===== src/rtl/hodc_pkg.sv =====
// constants, types and register map of the holdover dac control block
// ****
// Overview of operation
// - Bits 7:6 pick a tracking rate multiplier of 4, 64, 1024 or 16384 and reset to 0.
// - Bits 5:0 set the upper trip at (value + 1) sixty-fourths of supply below the rail.
// - The tracked dac value updates once every multiplier times count detector cycles.
// - The tracking rate count is an eight-bit field from 0 to 255 that resets to 127.
// - Policy 0, 1 or 2 with force-select bit 6 set uses only that input, else normal.
// - With bit 4 set, a falling first loop lock detect makes a clock switch event.
// - With bit 3 set, loss of signal on the first loop reference makes a clock switch event.
// - With rail bit 2 set, a dac reaching a trip threshold makes a clock switch event.
// - Bit 1, reset to 1, picks a hard (0) or untimed hitless (1) switch into holdover.
// - Bit 0, reset to 1, enables holdover mode; cleared, holdover is inactive.
// - Holdover is left after the programmed 14-bit count of valid detector cycles.
// - With tracking on, the dac follows the tune code only while locked, from 512.
// - A lower trip field sets (value + 1) sixty-fourths of supply above ground.
// ****
package hodc_pkg;

    // ****
    // register indexes, byte address is four times the index
    // ****
    localparam logic [8:0]  IDX_TRIP_LOW      = 9'h14D;
    localparam logic [8:0]  IDX_MULT_TRIP_HI  = 9'h14E;
    localparam logic [8:0]  IDX_RATE_COUNT    = 9'h14F;
    localparam logic [8:0]  IDX_TRIG_CTRL     = 9'h150;
    localparam logic [8:0]  IDX_EXIT_UPPER    = 9'h151;
    localparam logic [8:0]  IDX_EXIT_LOWER    = 9'h152;
    localparam logic [8:0]  IDX_TRACK_CTRL    = 9'h160;
    localparam logic [8:0]  IDX_IRQ_STATUS    = 9'h161;
    localparam logic [8:0]  IDX_IRQ_MASK      = 9'h162;
    localparam logic [8:0]  IDX_STATUS        = 9'h163;
    localparam logic [8:0]  IDX_DAC_CODE      = 9'h164;

    // ****
    // reset values and writable masks
    // ****
    localparam logic [7:0]  RST_TRIP_LOW      = 8'h00;
    localparam logic [7:0]  RST_MULT_TRIP_HI  = 8'h00;
    localparam logic [7:0]  RST_RATE_COUNT    = 8'h7F;
    localparam logic [7:0]  RST_TRIG_CTRL     = 8'h03;
    localparam logic [7:0]  RST_EXIT_UPPER    = 8'h02;
    localparam logic [7:0]  RST_EXIT_LOWER    = 8'h00;
    localparam logic [7:0]  RST_TRACK_CTRL    = 8'h01;
    localparam logic [9:0]  RST_DAC_CODE      = 10'h200;
    localparam logic [7:0]  MASK_TRIP         = 8'h3F;
    localparam logic [7:0]  MASK_TRIG_CTRL    = 8'h5F;
    localparam logic [7:0]  MASK_EXIT_UPPER   = 8'h3F;
    localparam logic [7:0]  MASK_TRACK_CTRL   = 8'h01;

    // ****
    // field positions
    // ****
    localparam int unsigned MULT_LSB          = 6;
    localparam int unsigned TRACK_EN_BIT      = 0;
    localparam int unsigned ST_HOLD_BIT       = 0;
    localparam int unsigned ST_HITLESS_BIT    = 1;
    localparam int unsigned ST_FORCE_BIT      = 2;

    // ****
    // multiplier values and dac geometry
    // ****
    localparam logic [14:0] MULT_X0           = 15'h0004;
    localparam logic [14:0] MULT_X1           = 15'h0040;
    localparam logic [14:0] MULT_X2           = 15'h0400;
    localparam logic [14:0] MULT_X3           = 15'h4000;
    localparam logic [10:0] DAC_FULL          = 11'h400;
    localparam int unsigned TRIP_STEP_SHIFT   = 4;
    localparam logic [2:0]  MANUAL_POLICY_MAX = 3'h2;

    // ****
    // interrupt bits
    // ****
    localparam int unsigned IRQ_W             = 4;
    localparam int unsigned IRQ_SWITCH        = 0;
    localparam int unsigned IRQ_HOLD_ENTER    = 1;
    localparam int unsigned IRQ_HOLD_EXIT     = 2;
    localparam int unsigned IRQ_RAIL          = 3;

    // ****
    // types
    // ****
    typedef struct packed {
        logic       rsvd7;
        logic       force_select;
        logic       rsvd5;
        logic       lock_loss_en;
        logic       signal_loss_en;
        logic       rail_en;
        logic       hitless;
        logic       holdover_en;
    } hodc_trig_s;

    typedef struct packed {
        logic       valid;
        logic       write;
        logic [8:0] idx;
    } hodc_aphase_s;

    typedef enum logic [1:0] {
        ST_TRACK = 2'b00,
        ST_HOLD  = 2'b01
    } hodc_state_e;

endpackage


===== src/rtl/hodc_tick_div.sv =====
// divides a tick stream by a programmable limit
module hodc_tick_div
    import hodc_pkg::*;
#(
    parameter int unsigned W = 8
) (
    // clock and reset
    input  wire logic         clk,
    input  wire logic         arst_n,
    // ticks in, limit, done pulse out
    input  wire logic         tick,
    input  wire logic [W-1:0] limit,
    output logic              done
);

    logic [W-1:0] cnt_ff;
    logic [W:0]   nxt_cnt;

    assign nxt_cnt = {1'b0, cnt_ff} + {{W{1'b0}}, 1'b1};
    // limit of zero never completes
    assign done    = tick && (limit != '0) && (nxt_cnt >= {1'b0, limit});

    always_ff @(posedge clk or negedge arst_n) begin
        if (!arst_n) begin
            cnt_ff <= '0;
        end else if (done) begin
            cnt_ff <= '0;
        end else if (tick) begin
            cnt_ff <= nxt_cnt[W-1:0];
        end
    end

endmodule


===== src/rtl/hodc_top.sv =====
// holdover dac control: tracking, trip detection, switch events, holdover exit
//
// The AHB-Lite register port was decided locally.
module hodc_top
    import hodc_pkg::*;
#(
    parameter int unsigned DAC_W  = 10,
    parameter int unsigned EXIT_W = 14
) (
    // clock and reset
    input  wire logic             clk,
    input  wire logic             arst_n,
    // ahb-lite slave
    input  wire logic             hsel,
    input  wire logic [31:0]      haddr,
    input  wire logic [1:0]       htrans,
    input  wire logic             hwrite,
    input  wire logic [2:0]       hsize,
    input  wire logic [31:0]      hwdata,
    input  wire logic             hready,
    output logic                  hreadyout,
    output logic                  hresp,
    output logic [31:0]           hrdata,
    // first loop status
    input  wire logic             pd_tick,
    input  wire logic             digital_lock_detect,
    input  wire logic             signal_loss,
    input  wire logic             ref_valid,
    input  wire logic [DAC_W-1:0] tune_code,
    input  wire logic [2:0]       input_selection_policy,
    // holdover outputs
    output logic [DAC_W-1:0]      dac_code,
    output logic                  holdover_active,
    output logic                  switch_event,
    output logic                  switch_hitless,
    output logic                  input_force_select,
    output logic [1:0]            forced_input,
    output logic                  irq
);

    // ****
    // registers
    // ****
    logic [7:0]       trip_low_ff;
    logic [7:0]       mult_trip_hi_ff;
    logic [7:0]       rate_count_ff;
    logic [7:0]       trig_ff;
    logic [7:0]       exit_upper_ff;
    logic [7:0]       exit_lower_ff;
    logic [7:0]       track_ctrl_ff;
    logic [IRQ_W-1:0] irq_status_ff;
    logic [IRQ_W-1:0] irq_mask_ff;
    hodc_aphase_s     aphase_ff;
    logic [31:0]      hrdata_ff;
    hodc_trig_s       trig;

    // ****
    // state
    // ****
    hodc_state_e      state_ff;
    hodc_state_e      nxt_state;
    logic [DAC_W-1:0] dac_ff;
    logic [EXIT_W-1:0] exit_cnt_ff;
    logic [EXIT_W-1:0] nxt_exit_cnt;
    logic             lock_prev_ff;
    logic             los_prev_ff;
    logic             rail_prev_ff;
    logic             switch_ff;
    logic             hitless_ff;
    logic             force_ff;
    logic [1:0]       forced_ff;

    // ****
    // combinational nets
    // ****
    logic             take;
    logic             wr_en;
    logic [7:0]       wbyte;
    logic [14:0]      mult_limit;
    logic             pre_done;
    logic             track_update;
    logic [10:0]      hi_steps;
    logic [10:0]      lo_steps;
    logic [10:0]      hi_thr;
    logic [10:0]      lo_thr;
    logic             rail_hit;
    logic             rail_event;
    logic             lock_loss_event;
    logic             los_event;
    logic             any_switch;
    logic             enter_hold;
    logic             exit_hold;
    logic [EXIT_W-1:0] exit_target;
    logic [EXIT_W:0]  exit_inc;
    logic [IRQ_W-1:0] irq_set;
    logic [IRQ_W-1:0] irq_clr;
    logic [31:0]      rd_mux;

    assign trig = hodc_trig_s'(trig_ff);

    // ****
    // ahb-lite slave, zero wait states, always okay
    // ****
    assign take      = hsel && htrans[1] && hready;
    assign wr_en     = aphase_ff.valid && aphase_ff.write;
    assign wbyte     = hwdata[7:0];
    assign hreadyout = 1'b1;
    assign hresp     = 1'b0;
    assign hrdata    = hrdata_ff;

    always_ff @(posedge clk or negedge arst_n) begin
        if (!arst_n) begin
            aphase_ff <= '0;
        end else if (hready) begin
            aphase_ff.valid <= take && (haddr[31:11] == 21'h000000);
            aphase_ff.write <= hwrite;
            aphase_ff.idx   <= haddr[10:2];
        end
    end

    // read data sampled at the end of the address phase
    always_comb begin
        rd_mux = 32'h00000000;
        case (haddr[10:2])
            IDX_TRIP_LOW:     rd_mux[7:0] = trip_low_ff & MASK_TRIP;
            IDX_MULT_TRIP_HI: rd_mux[7:0] = mult_trip_hi_ff;
            IDX_RATE_COUNT:   rd_mux[7:0] = rate_count_ff;
            IDX_TRIG_CTRL:    rd_mux[7:0] = trig_ff & MASK_TRIG_CTRL;
            IDX_EXIT_UPPER:   rd_mux[7:0] = exit_upper_ff & MASK_EXIT_UPPER;
            IDX_EXIT_LOWER:   rd_mux[7:0] = exit_lower_ff;
            IDX_TRACK_CTRL:   rd_mux[7:0] = track_ctrl_ff & MASK_TRACK_CTRL;
            IDX_IRQ_STATUS:   rd_mux[IRQ_W-1:0] = irq_status_ff;
            IDX_IRQ_MASK:     rd_mux[IRQ_W-1:0] = irq_mask_ff;
            IDX_STATUS: begin
                rd_mux[ST_HOLD_BIT]    = (state_ff == ST_HOLD);
                rd_mux[ST_HITLESS_BIT] = hitless_ff;
                rd_mux[ST_FORCE_BIT]   = force_ff;
            end
            IDX_DAC_CODE:     rd_mux[DAC_W-1:0] = dac_ff;
            default:          rd_mux = 32'h00000000;
        endcase
        if (haddr[31:11] != 21'h000000) begin
            rd_mux = 32'h00000000;
        end
    end

    always_ff @(posedge clk or negedge arst_n) begin
        if (!arst_n) begin
            hrdata_ff <= 32'h00000000;
        end else if (take && !hwrite) begin
            hrdata_ff <= rd_mux;
        end
    end

    // ****
    // configuration register writes
    // ****
    always_ff @(posedge clk or negedge arst_n) begin
        if (!arst_n) begin
            trip_low_ff     <= RST_TRIP_LOW;
            mult_trip_hi_ff <= RST_MULT_TRIP_HI;
            rate_count_ff   <= RST_RATE_COUNT;
            trig_ff         <= RST_TRIG_CTRL;
            exit_upper_ff   <= RST_EXIT_UPPER;
            exit_lower_ff   <= RST_EXIT_LOWER;
            track_ctrl_ff   <= RST_TRACK_CTRL;
            irq_mask_ff     <= '0;
        end else if (wr_en) begin
            case (aphase_ff.idx)
                IDX_TRIP_LOW:     trip_low_ff     <= wbyte & MASK_TRIP;
                IDX_MULT_TRIP_HI: mult_trip_hi_ff <= wbyte;
                IDX_RATE_COUNT:   rate_count_ff   <= wbyte;
                IDX_TRIG_CTRL:    trig_ff         <= wbyte & MASK_TRIG_CTRL;
                IDX_EXIT_UPPER:   exit_upper_ff   <= wbyte & MASK_EXIT_UPPER;
                IDX_EXIT_LOWER:   exit_lower_ff   <= wbyte;
                IDX_TRACK_CTRL:   track_ctrl_ff   <= wbyte & MASK_TRACK_CTRL;
                IDX_IRQ_MASK:     irq_mask_ff     <= wbyte[IRQ_W-1:0];
                default: begin
                end
            endcase
        end
    end

    // ****
    // tracking rate: multiplier prescale then count
    // ****
    always_comb begin
        case (mult_trip_hi_ff[MULT_LSB +: 2])
            2'h0:    mult_limit = MULT_X0;
            2'h1:    mult_limit = MULT_X1;
            2'h2:    mult_limit = MULT_X2;
            2'h3:    mult_limit = MULT_X3;
            default: mult_limit = MULT_X0;
        endcase
    end

    hodc_tick_div #(
        .W     (15)
    ) u_mult_div (
        .clk   (clk),
        .arst_n(arst_n),
        .tick  (pd_tick),
        .limit (mult_limit),
        .done  (pre_done)
    );

    // update every multiplier times count detector cycles
    hodc_tick_div #(
        .W     (8)
    ) u_count_div (
        .clk   (clk),
        .arst_n(arst_n),
        .tick  (pre_done),
        .limit (rate_count_ff),
        .done  (track_update)
    );

    // ****
    // dac tracking, frozen during holdover
    // ****
    always_ff @(posedge clk or negedge arst_n) begin
        if (!arst_n) begin
            dac_ff <= RST_DAC_CODE;
        end else if (track_update && track_ctrl_ff[TRACK_EN_BIT] && digital_lock_detect
                     && (state_ff == ST_TRACK)) begin
            dac_ff <= tune_code;
        end
    end

    assign dac_code = dac_ff;

    // ****
    // rail trip thresholds in 1/64 supply steps of 16 codes
    // ****
    assign hi_steps = {5'h00, mult_trip_hi_ff[5:0]} + 11'h001;
    assign lo_steps = {5'h00, trip_low_ff[5:0]} + 11'h001;
    assign hi_thr   = DAC_FULL - (hi_steps << TRIP_STEP_SHIFT);
    assign lo_thr   = lo_steps << TRIP_STEP_SHIFT;
    assign rail_hit = trig.rail_en && (({1'b0, dac_ff} >= hi_thr)
                      || ({1'b0, dac_ff} <= lo_thr));

    // ****
    // switch events
    // ****
    assign rail_event      = rail_hit && !rail_prev_ff;
    assign lock_loss_event = trig.lock_loss_en && lock_prev_ff
                             && !digital_lock_detect;
    assign los_event       = trig.signal_loss_en && signal_loss && !los_prev_ff;
    assign any_switch      = rail_event || lock_loss_event || los_event;
    assign enter_hold      = any_switch && trig.holdover_en;

    always_ff @(posedge clk or negedge arst_n) begin
        if (!arst_n) begin
            lock_prev_ff <= 1'b0;
            los_prev_ff  <= 1'b0;
            rail_prev_ff <= 1'b0;
        end else begin
            lock_prev_ff <= digital_lock_detect;
            los_prev_ff  <= signal_loss;
            rail_prev_ff <= rail_hit;
        end
    end

    always_ff @(posedge clk or negedge arst_n) begin
        if (!arst_n) begin
            switch_ff  <= 1'b0;
            hitless_ff <= 1'b0;
        end else begin
            switch_ff <= any_switch;
            if (enter_hold) begin
                hitless_ff <= trig.hitless;
            end
        end
    end

    assign switch_event   = switch_ff;
    assign switch_hitless = hitless_ff;

    // ****
    // forced input selection
    // ****
    always_ff @(posedge clk or negedge arst_n) begin
        if (!arst_n) begin
            force_ff  <= 1'b0;
            forced_ff <= 2'h0;
        end else begin
            force_ff  <= trig.force_select
                         && (input_selection_policy <= MANUAL_POLICY_MAX);
            forced_ff <= input_selection_policy[1:0];
        end
    end

    assign input_force_select = force_ff;
    assign forced_input       = forced_ff;

    // ****
    // holdover state and exit counter
    // ****
    assign exit_target = {exit_upper_ff[5:0], exit_lower_ff};
    assign exit_inc    = {1'b0, exit_cnt_ff} + {{EXIT_W{1'b0}}, 1'b1};
    assign exit_hold   = (state_ff == ST_HOLD) && pd_tick && ref_valid && !any_switch
                         && (exit_inc >= {1'b0, exit_target});

    always_comb begin
        nxt_state    = state_ff;
        nxt_exit_cnt = exit_cnt_ff;
        case (state_ff)
            ST_TRACK: begin
                nxt_exit_cnt = '0;
                if (enter_hold) begin
                    nxt_state = ST_HOLD;
                end
            end
            ST_HOLD: begin
                if (!trig.holdover_en) begin
                    nxt_state    = ST_TRACK;
                    nxt_exit_cnt = '0;
                end else if (any_switch) begin
                    nxt_exit_cnt = '0;
                end else if (exit_hold) begin
                    nxt_state    = ST_TRACK;
                    nxt_exit_cnt = '0;
                end else if (pd_tick && !ref_valid) begin
                    nxt_exit_cnt = '0;
                end else if (pd_tick) begin
                    nxt_exit_cnt = exit_inc[EXIT_W-1:0];
                end
            end
            default: begin
                nxt_state    = ST_TRACK;
                nxt_exit_cnt = '0;
            end
        endcase
    end

    always_ff @(posedge clk or negedge arst_n) begin
        if (!arst_n) begin
            state_ff    <= ST_TRACK;
            exit_cnt_ff <= '0;
        end else begin
            state_ff    <= nxt_state;
            exit_cnt_ff <= nxt_exit_cnt;
        end
    end

    assign holdover_active = (state_ff == ST_HOLD);

    // ****
    // interrupts, sticky, write one to clear, set wins
    // ****
    always_comb begin
        irq_set                 = '0;
        irq_set[IRQ_SWITCH]     = any_switch;
        irq_set[IRQ_HOLD_ENTER] = (state_ff == ST_TRACK) && enter_hold;
        irq_set[IRQ_HOLD_EXIT]  = (state_ff == ST_HOLD) && (nxt_state == ST_TRACK);
        irq_set[IRQ_RAIL]       = rail_event;
    end

    assign irq_clr = (wr_en && (aphase_ff.idx == IDX_IRQ_STATUS)) ? wbyte[IRQ_W-1:0] : '0;

    always_ff @(posedge clk or negedge arst_n) begin
        if (!arst_n) begin
            irq_status_ff <= '0;
        end else begin
            irq_status_ff <= (irq_status_ff & ~irq_clr) | irq_set;
        end
    end

    assign irq = |(irq_status_ff & irq_mask_ff);

endmodule


===== config.mk =====
export PLATFORM = sky130hd
export DESIGN_NAME = hodc_top
export DESIGN_NICKNAME = d
export VERILOG_FILES = /design/src/rtl/hodc_pkg.sv /design/src/rtl/hodc_tick_div.sv /design/src/rtl/hodc_top.sv
export SDC_FILE = /design/constraint.sdc
export NUM_CORES = 1
export LEC_CHECK = 0
export BUFFER_PORTS_ARGS = -buffer_cell sky130_fd_sc_hd__buf_2
export CELL_PAD_IN_SITES_DETAIL_PLACEMENT = 1
export CELL_PAD_IN_SITES_GLOBAL_PLACEMENT = 2
export CORE_MARGIN = 2
export CORE_UTILIZATION = 35
export CTS_CLUSTER_DIAMETER = 60
export DETAILED_ROUTE_END_ITERATION = 12
export PLACE_DENSITY = 0.91
export SYNTH_ARGS = -nofsm -noshare
export SYNTH_HDL_FRONTEND = slang
export SYNTH_SLANG_ARGS = --single-unit
export TNS_END_PERCENT = 10

===== constraint.sdc =====
create_clock -name clk -period 4.1 [get_ports clk]
set_input_delay 0 -clock clk [delete_from_list [all_inputs] [get_ports clk]]
set_output_delay 0 -clock clk [all_outputs]
set_load 0.1 [all_outputs]

==> impl_metrics.yaml <==
clock_network:
  h-tree-depth: 4
  clock_path_buffers: 2
  clock_latency_ns: 0.43
  clk_pin_slew_ns: 0.07
  numCtsBuffers: 17
  cts_root_buf: "clkbuf_16"
  cts.sink_count: 129
  tritoncts: "built"
sta:
  hold_violations: 0
  report.final.slew_viol_count: 0
  tns_ns: 0
  setup_violations: 0
  worst_pin_slew_ns: 1.06
  rsz0062_at_grt: "no"
  max_freq_ghz: 0.263
  fin_skew_ns: 0.0166
  fin_crit_ns: 3.81
  min_period_over_period_pct: 92.9
  max_slew_margin_pct: 28.8
synthesis:
  syn_area_um2: 7950
  ys_types: 76
  synthTopCellsByArea: "dfrtp_1, ha_1, mux2_2"
  synth_seq_cells: 129
  yosys.area.top_type: "dfrtp_1"
  ys_warn_count: 0
  syn-mean-instance-area_um2: 9.47
  synth_commonest_cells: "dfrtp_1, nand2_1, o21ai_0, inv_1, mux2_2"
  ys_seq_area_share_pct: 40.8
  syn_inst: 840
  synth_most_common_cell: "dfrtp_1"
  synthArstFlopShare_pct: 100
  synth.top_cell.area_share_pct: 36.8
  ys.flop_type: "dfrtp_1"
  synth_edf_count: 0
drt:
  post_drt_via_cell_ratio: 5.40
  routed_wl_um: 23900
  drt_iter0_drc: 397
  drt_pre_antenna_iters: 5
  wire_per_inst_um: 19.0
  dr_total_vias: 6800
  drc: 0
  ant_nets: 0
pwr:
  powerDensity_nw_per_um2: 359
  total_power_w: 0.00344
  ir_drop_mv: 0.198
  leakagePower_nw: 4.54
placement:
  io_buffer_count: 87
  hpwl_um: 17600
  gp_congestion: 0.814
  place_area_um2: 8610
global_routing:
  gr-total-overflow: 0
  grt_pass1_wl_um: 38900
  track_usage_pct: 20.7
  grt_max_degree: 73
  antenna_found_initial: 0
  grt_pass1_vias: 7225
critical_path:
  crit_type: "reg2reg"
  cp_max_fo: 10
  startpoint: "u_mult_div.cnt_ff[1]"
  r2r_slack_ns: 0.29
  arrival_ns: 4.10
  start_kind: "flip-flop"
  rr_worst_depth: 12
  required_ns: 4.39
  worst_setup_path_end_kind: "flip-flop"
  r2r_start: "u_mult_div.cnt_ff[1]"
worst_hold_path:
  hold_path.class: "in2reg"
  hold_start: "hready"
  hold-path-cell-count: 2
floorplanning:
  rows: 55
  core_um2: 22500
  ioPinCount: 142
  dieHeight_um: 155
  die-area_um2: 23900
  initial_core_util_pct: 35.3
  die_w_um: 155
final_layout:
  syn_to_final_growth_pct: 20.6
  antenna_cells: 0
  finalInstanceArea_um2: 9590
  drive_gt1_share_pct: 21.5
  nNetsFinal: 1096
status:
  outcome: "completed"
job:
  max_cap_violations: 0
worst paths after layout:
path	endpoint
setup / recovery	dac_code[7]
hold / removal	aphase_ff[6]
setup reg to reg	dac_code[7]
hold reg to reg	hrdata[9]
max in group asynchronous	exit_upper_ff[1]
min in group asynchronous	aphase_ff[3]
timing repair:
action / in CTS / in global routing
endpoints found under the setup margin: 0 / 23
resized for setup: 0 / 3
hold endpoints to repair: 130 / 0
hold buffers: 38 / 0
setup buffers: 0 / 0
cells by family after synthesis:
kind of cell | count (synthesis) | synth area share (%)
xor gates and xnor gates | 23 | 2.53
muxes | 68 | 9.58
adders and majority gates | 44 | 6.92
DFF | 129 | 40.8
buffers and inverters | 109 | 6.43
and+or+nand+nor | 282 | 19.0
AOI/OAI and AO/OA | 183 | 14.7
other | 2 | 0.0944
sequential cells by signal, summed over array words and instances (netlist names), 2 cells and up:
register / cells
aphase_ff: 11
dac_code: 10
exit_cnt_ff: 14
exit_lower_ff: 8
exit_upper_ff: 6
forced_input: 2
hrdata: 10
irq_mask_ff: 4
irq_status_ff: 4
mult_trip_hi_ff: 8
rate_count_ff: 8
state_ff: 2
trig: 6
trip_low_ff: 6
u_count_div.cnt_ff: 8
u_mult_div.cnt_ff: 15
where the power goes:
| part | leakage [nW] | internal (W) | switching, W |
|---|---|---|---|
| clock | 0.296 | 0.000921 | 0.000629 |
| sequential | 1.61 | 0.00133 | 0.0000778 |
| combinational | 2.64 | 0.000178 | 0.000312 |
cells in the final DEF, fill, tap and decap left out, types with 13 or more instances in the layout:
cell | Yosys | final
nor2_1 | 45 | 45
nor4_1 | 13 | 13
conb_1 | 2 | 25
nor3_1 | 17 | 17
a21oi_1 | 33 | 33
dlygate4sd3_1 | 0 | 38
inv_1 | 56 | 56
clkbuf_16 | 0 | 17
nand3_1 | 37 | 37
nand2_1 | 80 | 79
o21ai_0 | 69 | 69
dfrtp_1 | 117 | 117
ha_1 | 44 | 43
buf_2 | 3 | 86
mux2_2 | 47 | 47
and3_1 | 15 | 15
xnor2_1 | 17 | 17
metal layers:
metal	part of all wire (%)	global-route usage, %
met1	46	27.7
met2	48	34.5
met3	4.2	3.67
met4	1.4	6.04
met5	0	0
metrics by stage:
step	cells	setup WS, ns	util, %	hold slack [ns]
after global routing	1259	0.0503	42.6	0.0466
after global placement	1189	0.313	38.3	0.125
after CTS	1259	0.173	42.6	0.0284
after detailed placement	1189	0.239	38.3	0.130
final	1259	0.291	42.6	0.0451
after floorplan	863	0.664	-	-0.296
worst max-delay path: stages (launching register included):
cell     delay (ns)
dfrtp_1        0.51
ha_2           0.34
and3_1         0.31
nand2_1        0.14
nor2b_1        0.24
nand3_1        0.13
xnor2_1        0.22
ha_1           0.32
and3_1         0.20
a32o_2         0.27
o31a_2         0.43
nand3_4        0.22
mux2_1         0.36
area by class of cell:
| class | count | area, um2 |
|---|---|---|
| clock buffer | 18 | 439 |
| clock inverter | 14 | 154 |
| fill | 2571 | 12900 |
| inverter | 56 | 210 |
| multi-input combinational | 625 | 4290 |
| sequential | 129 | 3240 |
| tap | 285 | 357 |
| timing repair buffer | 132 | 896 |
No activity file was read; power rests on OpenSTA's default activity.
